File: src/hw/tm_defs.svh
`ifndef TM_DEFS_SVH
`define TM_DEFS_SVH

// Register byte offsets inside one timer window
`define OFS_CTRL0 6'h00
`define OFS_CTRL1 6'h04
`define OFS_CNT_L 6'h08
`define OFS_CNT_H 6'h0c
`define OFS_CMPA_L 6'h10
`define OFS_CMPA_H 6'h14
`define OFS_CMPP_L 6'h18
`define OFS_CMPP_H 6'h1c
`define OFS_PINCFG 6'h20

// Timer window select in the byte address
`define CH_HI 7
`define CH_LO 6
`define OFS_HI 5
`define PAGE_LO 8

// Clock select codes
`define CK_SYS4 3'h0
`define CK_SYS 3'h1
`define CK_FH16 3'h2
`define CK_FH64 3'h3
`define CK_SUB_A 3'h4
`define CK_SUB_B 3'h5
`define CK_EXT_RISE 3'h6
`define CK_EXT_FALL 3'h7

// Operating modes
`define MODE_CMP 2'h0
`define MODE_CAP 2'h1
`define MODE_PWM 2'h2
`define MODE_TMR 2'h3

// Pin function codes per mode
`define IO_NONE 2'h0
`define IO_LOW 2'h1
`define IO_HIGH 2'h2
`define IO_TOGGLE 2'h3
`define IO_INACT 2'h0
`define IO_ACT 2'h1
`define IO_PWM 2'h2
`define IO_PULSE 2'h3
`define IO_RISE 2'h0
`define IO_FALL 2'h1
`define IO_BOTH 2'h2
`define IO_OFF 2'h3

// Prescaler terminal values
`define SYS4_LAST 2'h3
`define FH16_MASK 6'h0f
`define FH64_MASK 6'h3f

// Timer geometry
`define STD_CNT_W 16
`define PER_CNT_W 10
`define STD_P_SHIFT 8
`define PER_P_SHIFT 0
`define PER_COUNT 3
`define ZERO_WORD 16'h0000
`define ZERO_BYTE 8'h00

`endif

File: src/hw/tm_pkg.sv
package tm_pkg;

  // First control register layout
  typedef struct packed {
    logic pause;
    logic [2:0] clk_sel;
    logic on;
    logic [2:0] rsv;
  } ctrl0_t;

  // Second control register layout
  typedef struct packed {
    logic [1:0] mode;
    logic [1:0] pin_func;
    logic init_level;
    logic pol;
    logic dpx;
    logic cclr;
  } ctrl1_t;

  // Pin routing register layout
  typedef struct packed {
    logic [3:0] rsv;
    logic cap_from_clk;
    logic cap_in_en;
    logic clk_in_en;
    logic out_en;
  } pincfg_t;

  // Register access toward one timer
  typedef struct packed {
    logic wr;
    logic rd;
    logic [5:0] ofs;
    logic [7:0] wdata;
  } chan_req_t;

  // Whole state of one timer
  typedef struct packed {
    ctrl0_t c0;
    ctrl1_t c1;
    pincfg_t pc;
    logic [15:0] cnt;
    logic [15:0] cmp_a;
    logic [15:0] cmp_p;
    logic [7:0] byte_buf;
    logic [1:0] pre_sys;
    logic [5:0] pre_fh;
    logic ck_s1;
    logic ck_s2;
    logic ck_d;
    logic cap_s1;
    logic cap_s2;
    logic cap_d;
    logic out;
    logic on_d;
    logic pulse;
    logic irq_a;
    logic irq_p;
  } chan_state_t;

  // Bus transfer phase
  typedef enum logic [1:0] {
    PH_IDLE = 2'b00,
    PH_WRITE = 2'b01,
    PH_READ = 2'b10
  } bus_phase_t;

  // Whole state of the bus slave
  typedef struct packed {
    bus_phase_t ph;
    logic hit;
    logic [7:0] addr;
    logic [31:0] rdata;
  } bus_state_t;

endpackage

File: src/hw/timer_module_common_core.sv
`timescale 1ns/1ps
`include "tm_defs.svh"

// One timer: counter, two comparators, pins and byte access
module timer_channel #(
  parameter int CNT_W = `STD_CNT_W,
  parameter int P_SHIFT = `STD_P_SHIFT,
  parameter bit CAP_ALT = 1'b0
) (
  input wire logic hclk,
  input wire logic hresetn,
  input tm_pkg::chan_req_t req,
  input wire logic ext_clk,
  input wire logic cap_pin,
  input wire logic fh_tick,
  input wire logic fsub_tick,
  output logic [7:0] rdata,
  output logic out_pin,
  output logic out_oe,
  output logic irq_a,
  output logic irq_p
);
  import tm_pkg::*;

  // Masks for the counter width and the ignored low bits of P
  localparam logic [15:0] CNT_MASK = 16'((32'h1 << CNT_W) - 32'h1);
  localparam logic [15:0] LO_MASK = 16'((32'h1 << P_SHIFT) - 32'h1);
  localparam logic [15:0] P_MASK = CNT_MASK >> P_SHIFT;

  chan_state_t st_reg; // Registered state
  chan_state_t st_next; // Next state
  logic tick; // Selected counter clock event
  logic ck_rise; // Clock pin rising edge
  logic ck_fall; // Clock pin falling edge
  logic src_now; // Capture source level
  logic src_d; // Capture source delayed
  logic cap_evt; // Capture edge seen
  logic pulse_mode; // Single pulse selected
  logic run; // Counter may advance
  logic match_a; // Comparator A hit
  logic match_p; // Comparator P hit
  logic period_m; // PWM period end
  logic duty_m; // PWM duty end
  logic clr; // Clear on this match
  logic act; // Active output level

  // Next state of the timer
  always_comb begin
    st_next = st_reg;
    st_next.irq_a = 1'b0;
    st_next.irq_p = 1'b0;

    st_next.ck_s1 = ext_clk;
    st_next.cap_s1 = cap_pin;
    st_next.ck_s2 = st_reg.ck_s1 & st_reg.pc.clk_in_en;
    st_next.cap_s2 = st_reg.cap_s1 & st_reg.pc.cap_in_en;
    st_next.ck_d = st_reg.ck_s2;
    st_next.cap_d = st_reg.cap_s2;

    ck_rise = st_reg.ck_s2 & ~st_reg.ck_d;
    ck_fall = ~st_reg.ck_s2 & st_reg.ck_d;

    if (CAP_ALT && st_reg.pc.cap_from_clk) begin
      src_now = st_reg.ck_s2;
      src_d = st_reg.ck_d;
    end else begin
      src_now = st_reg.cap_s2;
      src_d = st_reg.cap_d;
    end

    case (st_reg.c1.pin_func)
      `IO_RISE: cap_evt = src_now & ~src_d;
      `IO_FALL: cap_evt = ~src_now & src_d;
      `IO_BOTH: cap_evt = src_now ^ src_d;
      default: cap_evt = 1'b0;
    endcase

    // Free running prescalers
    st_next.pre_sys = st_reg.pre_sys + 2'h1;
    if (fh_tick) begin
      st_next.pre_fh = st_reg.pre_fh + 6'h01;
    end

    unique case (st_reg.c0.clk_sel)
      `CK_SYS4: tick = (st_reg.pre_sys == `SYS4_LAST);
      `CK_SYS: tick = 1'b1;
      `CK_FH16: tick = fh_tick & ((st_reg.pre_fh & `FH16_MASK) == `FH16_MASK);
      `CK_FH64: tick = fh_tick & ((st_reg.pre_fh & `FH64_MASK) == `FH64_MASK);
      `CK_SUB_A: tick = fsub_tick;
      `CK_SUB_B: tick = fsub_tick;
      `CK_EXT_RISE: tick = ck_rise;
      `CK_EXT_FALL: tick = ck_fall;
    endcase

    // Mode decode and run condition
    pulse_mode = (st_reg.c1.mode == `MODE_PWM) && (st_reg.c1.pin_func == `IO_PULSE);
    run = st_reg.c0.on & ~st_reg.c0.pause & (~pulse_mode | st_reg.pulse);
    act = st_reg.c1.init_level;

    match_a = run & tick & (st_reg.cnt == (st_reg.cmp_a & CNT_MASK));
    match_p = run & tick & (((st_reg.cnt >> P_SHIFT) & P_MASK) == (st_reg.cmp_p & P_MASK))
      & ((st_reg.cnt & LO_MASK) == `ZERO_WORD);

    period_m = st_reg.c1.dpx ? match_a : match_p;
    duty_m = st_reg.c1.dpx ? match_p : match_a;

    // Clearing comparator per mode
    if (st_reg.c1.mode == `MODE_PWM) begin
      clr = pulse_mode ? match_a : period_m;
    end else begin
      clr = st_reg.c1.cclr ? match_a : match_p;
    end

    if (run && tick) begin
      if (clr) begin
        st_next.cnt = `ZERO_WORD;
      end else begin
        st_next.cnt = (st_reg.cnt + 16'h0001) & CNT_MASK;
      end
    end

    st_next.irq_a = match_a;
    st_next.irq_p = match_p;

    unique case (st_reg.c1.mode)
      `MODE_CMP: begin
        if (match_a) begin
          unique case (st_reg.c1.pin_func)
            `IO_NONE: st_next.out = st_reg.out;
            `IO_LOW: st_next.out = 1'b0;
            `IO_HIGH: st_next.out = 1'b1;
            `IO_TOGGLE: st_next.out = ~st_reg.out;
          endcase
        end
      end
      `MODE_CAP: begin
        // Capture latches count into A
        st_next.irq_a = cap_evt & st_reg.c0.on;
        if (cap_evt && st_reg.c0.on) begin
          st_next.cmp_a = st_reg.cnt;
        end
      end
      `MODE_PWM: begin
        unique case (st_reg.c1.pin_func)
          `IO_INACT: st_next.out = ~act;
          `IO_ACT: st_next.out = act;
          `IO_PWM: begin
            if (period_m) begin
              st_next.out = act;
            end else if (duty_m) begin
              st_next.out = ~act;
            end
          end
          `IO_PULSE: begin
            if (ck_rise && st_reg.c0.on && !st_reg.pulse) begin
              st_next.pulse = 1'b1;
              st_next.cnt = `ZERO_WORD;
              st_next.out = act;
            end else if (st_reg.pulse && match_a) begin
              st_next.pulse = 1'b0;
              st_next.out = ~act;
            end
          end
        endcase
      end
      `MODE_TMR: begin
        // Output holds its level
        st_next.out = st_reg.out;
      end
    endcase

    // Switch on clears counter and sets initial output
    st_next.on_d = st_reg.c0.on;
    if (st_reg.c0.on && !st_reg.on_d) begin
      st_next.cnt = `ZERO_WORD;
      st_next.pulse = 1'b0;
      if (st_reg.c1.mode == `MODE_CMP) begin
        st_next.out = st_reg.c1.init_level;
      end else begin
        st_next.out = ~st_reg.c1.init_level;
      end
    end

    // Register writes
    if (req.wr) begin
      case (req.ofs)
        `OFS_CTRL0: begin
          st_next.c0 = req.wdata;
          st_next.c0.rsv = 3'h0;
        end
        `OFS_CTRL1: st_next.c1 = req.wdata;
        `OFS_PINCFG: begin
          st_next.pc = req.wdata;
          st_next.pc.rsv = 4'h0;
          st_next.pc.cap_from_clk = req.wdata[3] & CAP_ALT;
        end
        `OFS_CMPA_L: st_next.byte_buf = req.wdata;
        `OFS_CMPP_L: st_next.byte_buf = req.wdata;
        `OFS_CMPA_H: st_next.cmp_a = {req.wdata, st_reg.byte_buf} & CNT_MASK;
        `OFS_CMPP_H: st_next.cmp_p = {req.wdata, st_reg.byte_buf} & CNT_MASK;
        default: st_next.cmp_a = st_next.cmp_a;
      endcase
    end

    if (req.rd) begin
      case (req.ofs)
        `OFS_CNT_H: st_next.byte_buf = st_reg.cnt[7:0];
        `OFS_CMPA_H: st_next.byte_buf = st_reg.cmp_a[7:0];
        `OFS_CMPP_H: st_next.byte_buf = st_reg.cmp_p[7:0];
        default: st_next.byte_buf = st_next.byte_buf;
      endcase
    end
  end

  // read mux, low bytes via buffer
  always_comb begin
    case (req.ofs)
      `OFS_CTRL0: rdata = st_reg.c0;
      `OFS_CTRL1: rdata = st_reg.c1;
      `OFS_PINCFG: rdata = st_reg.pc;
      `OFS_CNT_L: rdata = st_reg.byte_buf;
      `OFS_CMPA_L: rdata = st_reg.byte_buf;
      `OFS_CMPP_L: rdata = st_reg.byte_buf;
      `OFS_CNT_H: rdata = st_reg.cnt[15:8];
      `OFS_CMPA_H: rdata = st_reg.cmp_a[15:8];
      `OFS_CMPP_H: rdata = st_reg.cmp_p[15:8];
      default: rdata = `ZERO_BYTE;
    endcase
  end

  // State register
  always_ff @(posedge hclk or negedge hresetn) begin
    if (!hresetn) begin
      st_reg <= '0;
    end else begin
      st_reg <= st_next;
    end
  end

  assign out_pin = st_reg.pc.out_en & (st_reg.out ^ st_reg.c1.pol);
  assign out_oe = st_reg.pc.out_en;
  assign irq_a = st_reg.irq_a;
  assign irq_p = st_reg.irq_p;
endmodule

// AHB-Lite slave over one standard and several periodic timers
module timer_module_common_core #(
  parameter int PER_N = `PER_COUNT
) (
  input wire logic hclk,
  input wire logic hresetn,
  input wire logic hsel,
  input wire logic [31:0] haddr,
  input wire logic [1:0] htrans,
  input wire logic hwrite,
  input wire logic [2:0] hsize,
  input wire logic [31:0] hwdata,
  input wire logic hready,
  output logic hreadyout,
  output logic hresp,
  output logic [31:0] hrdata,
  input wire logic fh_tick,
  input wire logic fsub_tick,
  input wire logic std_ext_clock_pin,
  input wire logic std_capture_pin,
  output logic std_output_pin,
  output logic std_output_inverted,
  output logic std_output_oe,
  output logic std_irq_a,
  output logic std_irq_p,
  input wire logic [PER_N-1:0] per_ext_clock_pin,
  input wire logic [PER_N-1:0] per_capture_pin,
  output logic [PER_N-1:0] per_output_pin,
  output logic [PER_N-1:0] per_output_oe,
  output logic per0_output_inverted,
  output logic [PER_N-1:0] per_irq_a,
  output logic [PER_N-1:0] per_irq_p
);
  import tm_pkg::*;

  localparam int NCH = PER_N + 1; // Standard timer is window zero

  bus_state_t bs_reg; // Registered bus state
  bus_state_t bs_next; // Next bus state
  logic accept; // Address phase taken
  logic [1:0] sel; // Selected timer window
  logic [7:0] ch_rdata [NCH]; // Read data per timer
  logic [NCH-1:0] ch_out; // Output pin per timer
  logic [NCH-1:0] ch_oe; // Output enable per timer
  logic [NCH-1:0] ch_ia; // Comparator A event per timer
  logic [NCH-1:0] ch_ip; // Comparator P event per timer
  chan_req_t req [NCH]; // Access per timer

  // Bus phase sequencing; reads take one wait state
  always_comb begin
    bs_next = bs_reg;
    accept = hsel & hready & htrans[1];
    sel = bs_reg.addr[`CH_HI:`CH_LO];
    unique case (bs_reg.ph)
      PH_IDLE, PH_WRITE: begin
        if (accept) begin
          bs_next.ph = hwrite ? PH_WRITE : PH_READ;
          bs_next.addr = haddr[7:0];
          bs_next.hit = (haddr[31:`PAGE_LO] == 24'h0)
            && (int'(haddr[`CH_HI:`CH_LO]) < NCH);
        end else begin
          bs_next.ph = PH_IDLE;
        end
      end
      PH_READ: begin
        // Unmapped reads return zero
        bs_next.rdata = bs_reg.hit ? {24'h0, ch_rdata[sel]} : 32'h0;
        bs_next.ph = PH_IDLE;
      end
    endcase
  end

  // Bus state register
  always_ff @(posedge hclk or negedge hresetn) begin
    if (!hresetn) begin
      bs_reg <= '0;
    end else begin
      bs_reg <= bs_next;
    end
  end

  // Bus answers
  assign hreadyout = (bs_reg.ph != PH_READ);
  assign hresp = 1'b0;
  assign hrdata = bs_reg.rdata;

  for (genvar i = 0; i < NCH; i++) begin : g_ch
    // Access steering to this timer
    always_comb begin
      req[i].wr = (bs_reg.ph == PH_WRITE) && bs_reg.hit && (int'(sel) == i);
      req[i].rd = (bs_reg.ph == PH_READ) && bs_reg.hit && (int'(sel) == i);
      req[i].ofs = bs_reg.addr[`OFS_HI:0];
      req[i].wdata = hwdata[7:0];
    end
    if (i == 0) begin : g_std
      timer_channel #(
        .CNT_W(`STD_CNT_W),
        .P_SHIFT(`STD_P_SHIFT),
        .CAP_ALT(1'b0)
      ) u_timer (
        .hclk(hclk),
        .hresetn(hresetn),
        .req(req[i]),
        .ext_clk(std_ext_clock_pin),
        .cap_pin(std_capture_pin),
        .fh_tick(fh_tick),
        .fsub_tick(fsub_tick),
        .rdata(ch_rdata[i]),
        .out_pin(ch_out[i]),
        .out_oe(ch_oe[i]),
        .irq_a(ch_ia[i]),
        .irq_p(ch_ip[i])
      );
    end else begin : g_per
      timer_channel #(
        .CNT_W(`PER_CNT_W),
        .P_SHIFT(`PER_P_SHIFT),
        .CAP_ALT(1'b1)
      ) u_timer (
        .hclk(hclk),
        .hresetn(hresetn),
        .req(req[i]),
        .ext_clk(per_ext_clock_pin[i-1]),
        .cap_pin(per_capture_pin[i-1]),
        .fh_tick(fh_tick),
        .fsub_tick(fsub_tick),
        .rdata(ch_rdata[i]),
        .out_pin(ch_out[i]),
        .out_oe(ch_oe[i]),
        .irq_a(ch_ia[i]),
        .irq_p(ch_ip[i])
      );
    end
  end

  // Standard timer pins
  assign std_output_pin = ch_out[0];
  assign std_output_oe = ch_oe[0];
  assign std_output_inverted = ch_oe[0] & ~ch_out[0];
  assign std_irq_a = ch_ia[0];
  assign std_irq_p = ch_ip[0];

  // Periodic timer pins
  assign per_output_pin = ch_out[NCH-1:1];
  assign per_output_oe = ch_oe[NCH-1:1];
  assign per0_output_inverted = ch_oe[1] & ~ch_out[1];
  assign per_irq_a = ch_ia[NCH-1:1];
  assign per_irq_p = ch_ip[NCH-1:1];
endmodule

File: config.mk
export PLATFORM = sky130hd
export DESIGN_NAME = timer_module_common_core
export DESIGN_NICKNAME = d
export VERILOG_FILES = /design/src/hw/tm_pkg.sv /design/src/hw/timer_module_common_core.sv
export VERILOG_INCLUDE_DIRS = /design/src /design/src/hw
export SDC_FILE = /design/constraint.sdc
export NUM_CORES = 1
export LEC_CHECK = 0
export ABC_AREA = 1
export BUFFER_PORTS_ARGS = -buffer_cell sky130_fd_sc_hd__buf_2
export CAP_MARGIN = 10
export CORE_AREA = 8 8 159 235
export DETAILED_ROUTE_END_ITERATION = 10
export DIE_AREA = 0 0 167 243
export GPL_ROUTABILITY_DRIVEN = 0
export PLACE_DENSITY = 0.84
export REMOVE_ABC_BUFFERS = 1
export SLEW_MARGIN = 0
export SYNTH_ARGS = -nofsm -noshare
export SYNTH_HDL_FRONTEND = slang
export SYNTH_HIERARCHICAL = 1
export SYNTH_SLANG_ARGS = --single-unit
export TNS_END_PERCENT = 30
File: constraint.sdc
create_clock -name hclk -period 2.3 [get_ports hclk]
set_input_delay 0.345 -clock hclk [delete_from_list [all_inputs] [get_ports hclk]]
set_output_delay 0.345 -clock hclk [all_outputs]
set_load 0.01 [all_outputs]
* Word-level counts from Yosys, hierarchy flattened
Cells that the tools add are included.
** Cells by class
- $add $sub $neg :: 12
- $mul :: 0
- Divide/modulo/power cells :: 0
- $lt $le $gt $ge :: 1
- Equality and inequality tests :: 98
- Shift-type cells :: 0
- Muxes and demuxes :: 165
- Bitwise logic cells :: 112
- Reductions and logical operators :: 111
** Operators by type and width (count)
- 16-bit 2-to-1 mux :: 34
- 8-bit one-hot mux with 7 select lines :: 4
- 40-bit 2-to-1 mux :: 4
- 8-bit one-hot mux with 3 select lines :: 4
- 8-bit 2-to-1 mux :: 11
- 1-bit 2-to-1 mux :: 78
- 1-bit AND :: 65
- 10-bit 2-to-1 mux :: 6
- 16-bit by 10-bit == test with 1-bit output :: 3
- 3-bit == test, second input constant :: 16
- 2-bit == test, second input constant :: 19
- 1-bit logical AND :: 38
- 1-bit inverter :: 34
- 2-bit AND reduction :: 17
- 10-bit by 1-bit adder with 10-bit output, second input constant :: 3
- 10-bit == test :: 3
- 6-bit == test, second input constant :: 5
- 1-bit one-hot mux with 7 select lines :: 4
- 6-bit by 1-bit adder with 6-bit output, second input constant :: 4
- 3-bit by 2-bit == test with 1-bit output, second input constant :: 8
- 6-bit by 5-bit == test with 1-bit output, second input constant :: 4
- 24-bit logical NOT :: 1
- 1-bit one-hot mux with 3 select lines :: 8
- 3-bit nonzero test :: 8
- 33 further kinds :: 118
** Word-level totals
- Flip-flop bits (word level) :: 392
- Latch bits :: 0
- RAM bits :: 0
- Memory bits (read-only) :: 0
- Input port bits :: 84
- Output and inout port bits :: 52
- Word-level logic and storage cells :: 622
- Memories kept :: 0

* Logic depth before layout (Yosys ltp)
- Depth in word-level cells :: 17
- Gate-level depth with buffers :: 16
- Gate-level depth less buffers :: 15

* By module
The synthesis kept the hierarchy.
** By module, submodules not included
- timer_channel at g_ch[0].g_std.u_timer :: instances 1, cells an instance 682, area each 5221.3 um^2, sequential area each 2277.2 um^2
- timer_channel at g_ch[3].g_per.u_timer :: instances 1, cells an instance 621, area each 4720.8 um^2, sequential area each 2152.1 um^2
- timer_channel at g_ch[2].g_per.u_timer :: instances 1, cells an instance 606, area each 4657.0 um^2, sequential area each 2152.1 um^2
- timer_channel at g_ch[1].g_per.u_timer :: instances 1, cells an instance 605, area each 4635.7 um^2, sequential area each 2152.1 um^2
- timer_module_common_core :: instances 1, cells an instance 218, area each 1498.9 um^2, sequential area each 475.5 um^2

* Worst setup path before layout
No wires, ideal clock.
- Kind :: register to register
- From :: register bs_reg[37] (netlist bit)
- To :: register bs_reg (netlist bit hrdata[4])
- Library setup time :: 0.117 ns
- Arrival :: 1.867 ns
- Required time :: 2.183 ns
- Path slack :: 0.317 ns
- Stages on the path, launching flop included :: 12
- Buffers on the path :: 0
- Clock period less this slack :: 1.983 ns
- Cells stage by stage :: dfrtp_1 nor2_1 nand2_1 clkinv_1 a221oi_1 o221ai_1 inv_1 o21ai_0 nand2_1 nand3_1 nand2_1 nand2_1
** RTL lines
- from (decl) :: line timer_module_common_core.sv:283 : bus_state_t bs_reg;
- from (signal assigned) :: line timer_module_common_core.sv:323 : bs_reg <= bs_next;

==> metrics.txt <==
final worst-path cycle share=about 96%; Crit Path Max Fanout=8; Vias/cell=6.10; clk buf depth=3; post-synthesis sequential area ratio=~44%; Inst Count DP=3,242; CP Buf/Inv Count=3; first-pass GRT wire length=102,000 um; Post-Syn Area=20,700 sq um; actual slew at the worst max-slew pin=roughly 0.67 ns; CP Capture Type=flop; Initial Utilization=61.1%; Async SR Flop Fraction=100%; FP Rows=83; Hold Vio Cnt, Final=0; clock tree from TritonCTS=yes; Crit-path slowest cell=dfrtp_2; largest net degree at the start of global routing=65; Netlist cell types=61; Die ar.=40,600 sq um; pins over their slew limit=0; setup violators final=0; VDD IR max=around 580 uV; die height=~240 um; synth top area cells=dfrtp_1 (44%), nand2_1 (12%), o21ai_0 (7.0%); Lkg Pwr=between 0.01 and 0.015 uW; Syn Inst Count=2,732; port bufs=82; power density over cell area=655 nW/um^2; initial antenna violation count=0; Synth Warn #=6; CTS root buf=clkbuf_16; most frequent cell after synthesis=nand2_1; # Post-CTS Setup Buffers=0; Syn Area/Cell=~7.6 sq um; # clock sinks=368; vias in the first global route=20.3k; GRT Overall Usage=30.8%; cell taking the most area after synthesis=dfrtp_1; layout cell share with drive strength beyond 1=about an eighth; post-route insts no fill=about 3.3k; Inserted Clock Buffers=38; 1st-iter DRT viols=2,067; Ports=about 140; Yosys reg bits=368; status=complete, no violations; max reg flops=approximately 240; Largest delay share family, worst path=compound AO/OA/AOI/OAI gates; Clock Skews=0.0204 ns; CP most frequent cell=nand2_1; first drt pass iteration count=6; Setup TNS=0 ns; GRT Residual Overflow=0; detailed placement HPWL=between 40,000 and 50,000 um; Residual DRC=0; routed wire length per instance=roughly 19 um; crit path DAT=roughly 2.7 ns; minimum clock period after layout=2.21 ns; Syn-to-layout area delta=12.8%; Highest Clock Rate=around 0.45 GHz; ANT nets after route=0; Max Cap Viol=0; die width=approximately 170 um; clk_lat worst skew=~0.55 ns; clk slew on worst S/H paths=0.06 ns; via count=20.2k; crit-path cells=buf_4, inv_1, nor2_1, nand2_1, inv_1, a21oi_1, o221ai_1, nand2_1, o21ai_0, nand2_1, nand3_1, nand2_1, nand2_1; H-Tree Depth=2; Worst slew margin=55.3%; Hold WC Path Type=in -> reg; top-area cell type share of the netlist area=~44%; number of synthesized flops with an enable pin=0; critical path startpoint category=flop; DRT Wirelength=63,200 um; CP Data Required Time=2.75 ns; Largest stage delay, worst path=between 0.4 and 0.5 ns; Synth top cells by count=nand2_1 (659), dfrtp_1 (368), inv_1 (357); final-stage net count=2,973; Most used DFF post-synth=dfrtp_1; Core Area=around 34,000 sq um; unrepaired setup endpoints after global routing=true; Worst Path Class, Setup=reg -> reg
==> layout make-up <==
type | instances | area [sq um]
multi-input combinational | 1893 | 9600
fill | 2600 | 10600
timing repair buffer | 176 | 1240
clock buffer | 54 | 1120
antenna | 1 | 2.50
sequential | 368 | 9210
clock inverter | 9 | 180
tap | 425 | 532
timing repair inverter | 1 | 7.51
inverter | 390 | 1490
==> final timing paths <==
check	end	slack (ns)	start	depth (start not counted)
max in group asynchronous	bs_reg[37]	1.21	hresetn	3
min reg2reg	g_ch[1].g_per.u_timer/st_reg[5]	0.39	g_ch[1].g_per.u_timer/st_next[5]	0
max reg2reg	hrdata[4]	0.09	bs_reg[36]	13
min	bs_reg[34]	0.02	haddr[2]	3
max	hrdata[4]	0.09	bs_reg[36]	13
min in group asynchronous	g_ch[2].g_per.u_timer/st_reg[28]	0.34	hresetn	2
==> per-layer routing <==
layer | vias up | share of wire (%) | GRT usage (%)
li1 | 9081 | - | -
met1 | 9488 | 35 | 34.1
met2 | 1262 | 47 | 51.2
met3 | 409 | 9.3 | 6.61
met4 | 0 | 8.8 | 23.8
met5 | - | 0 | 0
==> through the flow <==
stage               instance area (sq um)  hold slack [ns]  setup slack [ns]  util (%)  power (uW)
detailed placement                  21900            0.318            0.0873      64.4        8790
global placement                    21900            0.314             0.145      64.4        8710
finish                              23400           0.0182            0.0877      68.9       15300
floorplan                           20200           0.0494             0.142         -        8040
global route                        23400           0.0288           -0.0282      68.9       15900
CTS                                 23300          0.00527            0.0147      68.6       15300
==> power by group <==
group / switching [uW] / internal (uW) / leakage, uW
registers: 246 / 6730 / 0.00432
clock network: 2600 / 3940 / 0.000636
logic: 1170 / 620 / 0.00686
total: 4020 / 11300 / 0.0118
==> kinds of logic (layout without fill, tap and decap cells) <==
family	Yosys count	in the layout	share of synthesized area, %
DFF	368	368	44.4
and+or+nand+nor	1159	1159	24.3
AOI/OAI and AO/OA	620	620	17.1
other	1	26	0.0181
adders and majority gates	21	21	1.27
xor gates and xnor gates	67	67	2.83
muxes	1	1	0.0543
buffers and inverters	495	630	10.1
==> repair_timing <==
action | in CTS | in global routing
gates resized for setup | 0 | 38
endpoints found under the setup margin | 0 | 44
hold endpoints to repair | 56 | 0
hold buffers | 10 | 0
==> cell usage in the layout (no fill, tap or decap), drive strengths merged, types with 8 or more instances in the layout <==
| cell type | instances |
|---|---|
| a21oi | 160 |
| a221oi | 14 |
| a22oi | 17 |
| a31oi | 16 |
| buf | 166 |
| clkbuf | 54 |
| clkinv | 8 |
| conb | 25 |
| dfrtp | 368 |
| dlygate4sd3 | 10 |
| ha | 21 |
| inv | 382 |
| nand2 | 683 |
| nand3 | 148 |
| nand4 | 10 |
| nor2 | 266 |
| nor3 | 43 |
| o211ai | 33 |
| o21ai | 302 |
| o221ai | 14 |
| o22ai | 46 |
| xnor2 | 34 |
| xor2 | 33 |
==> worst register-to-register path: stages (launching register included) <==
cell and delay (ns):
dfrtp_2 0.47, buf_4 0.18, inv_1 0.06, nor2_1 0.06
nand2_1 0.15, inv_1 0.19, a21oi_1 0.31, o221ai_1 0.26
nand2_1 0.11, o21ai_0 0.08, nand2_1 0.07, nand3_1 0.07
nand2_1 0.06, nand2_1 0.05
No activity file was read; power rests on OpenSTA's default activity.
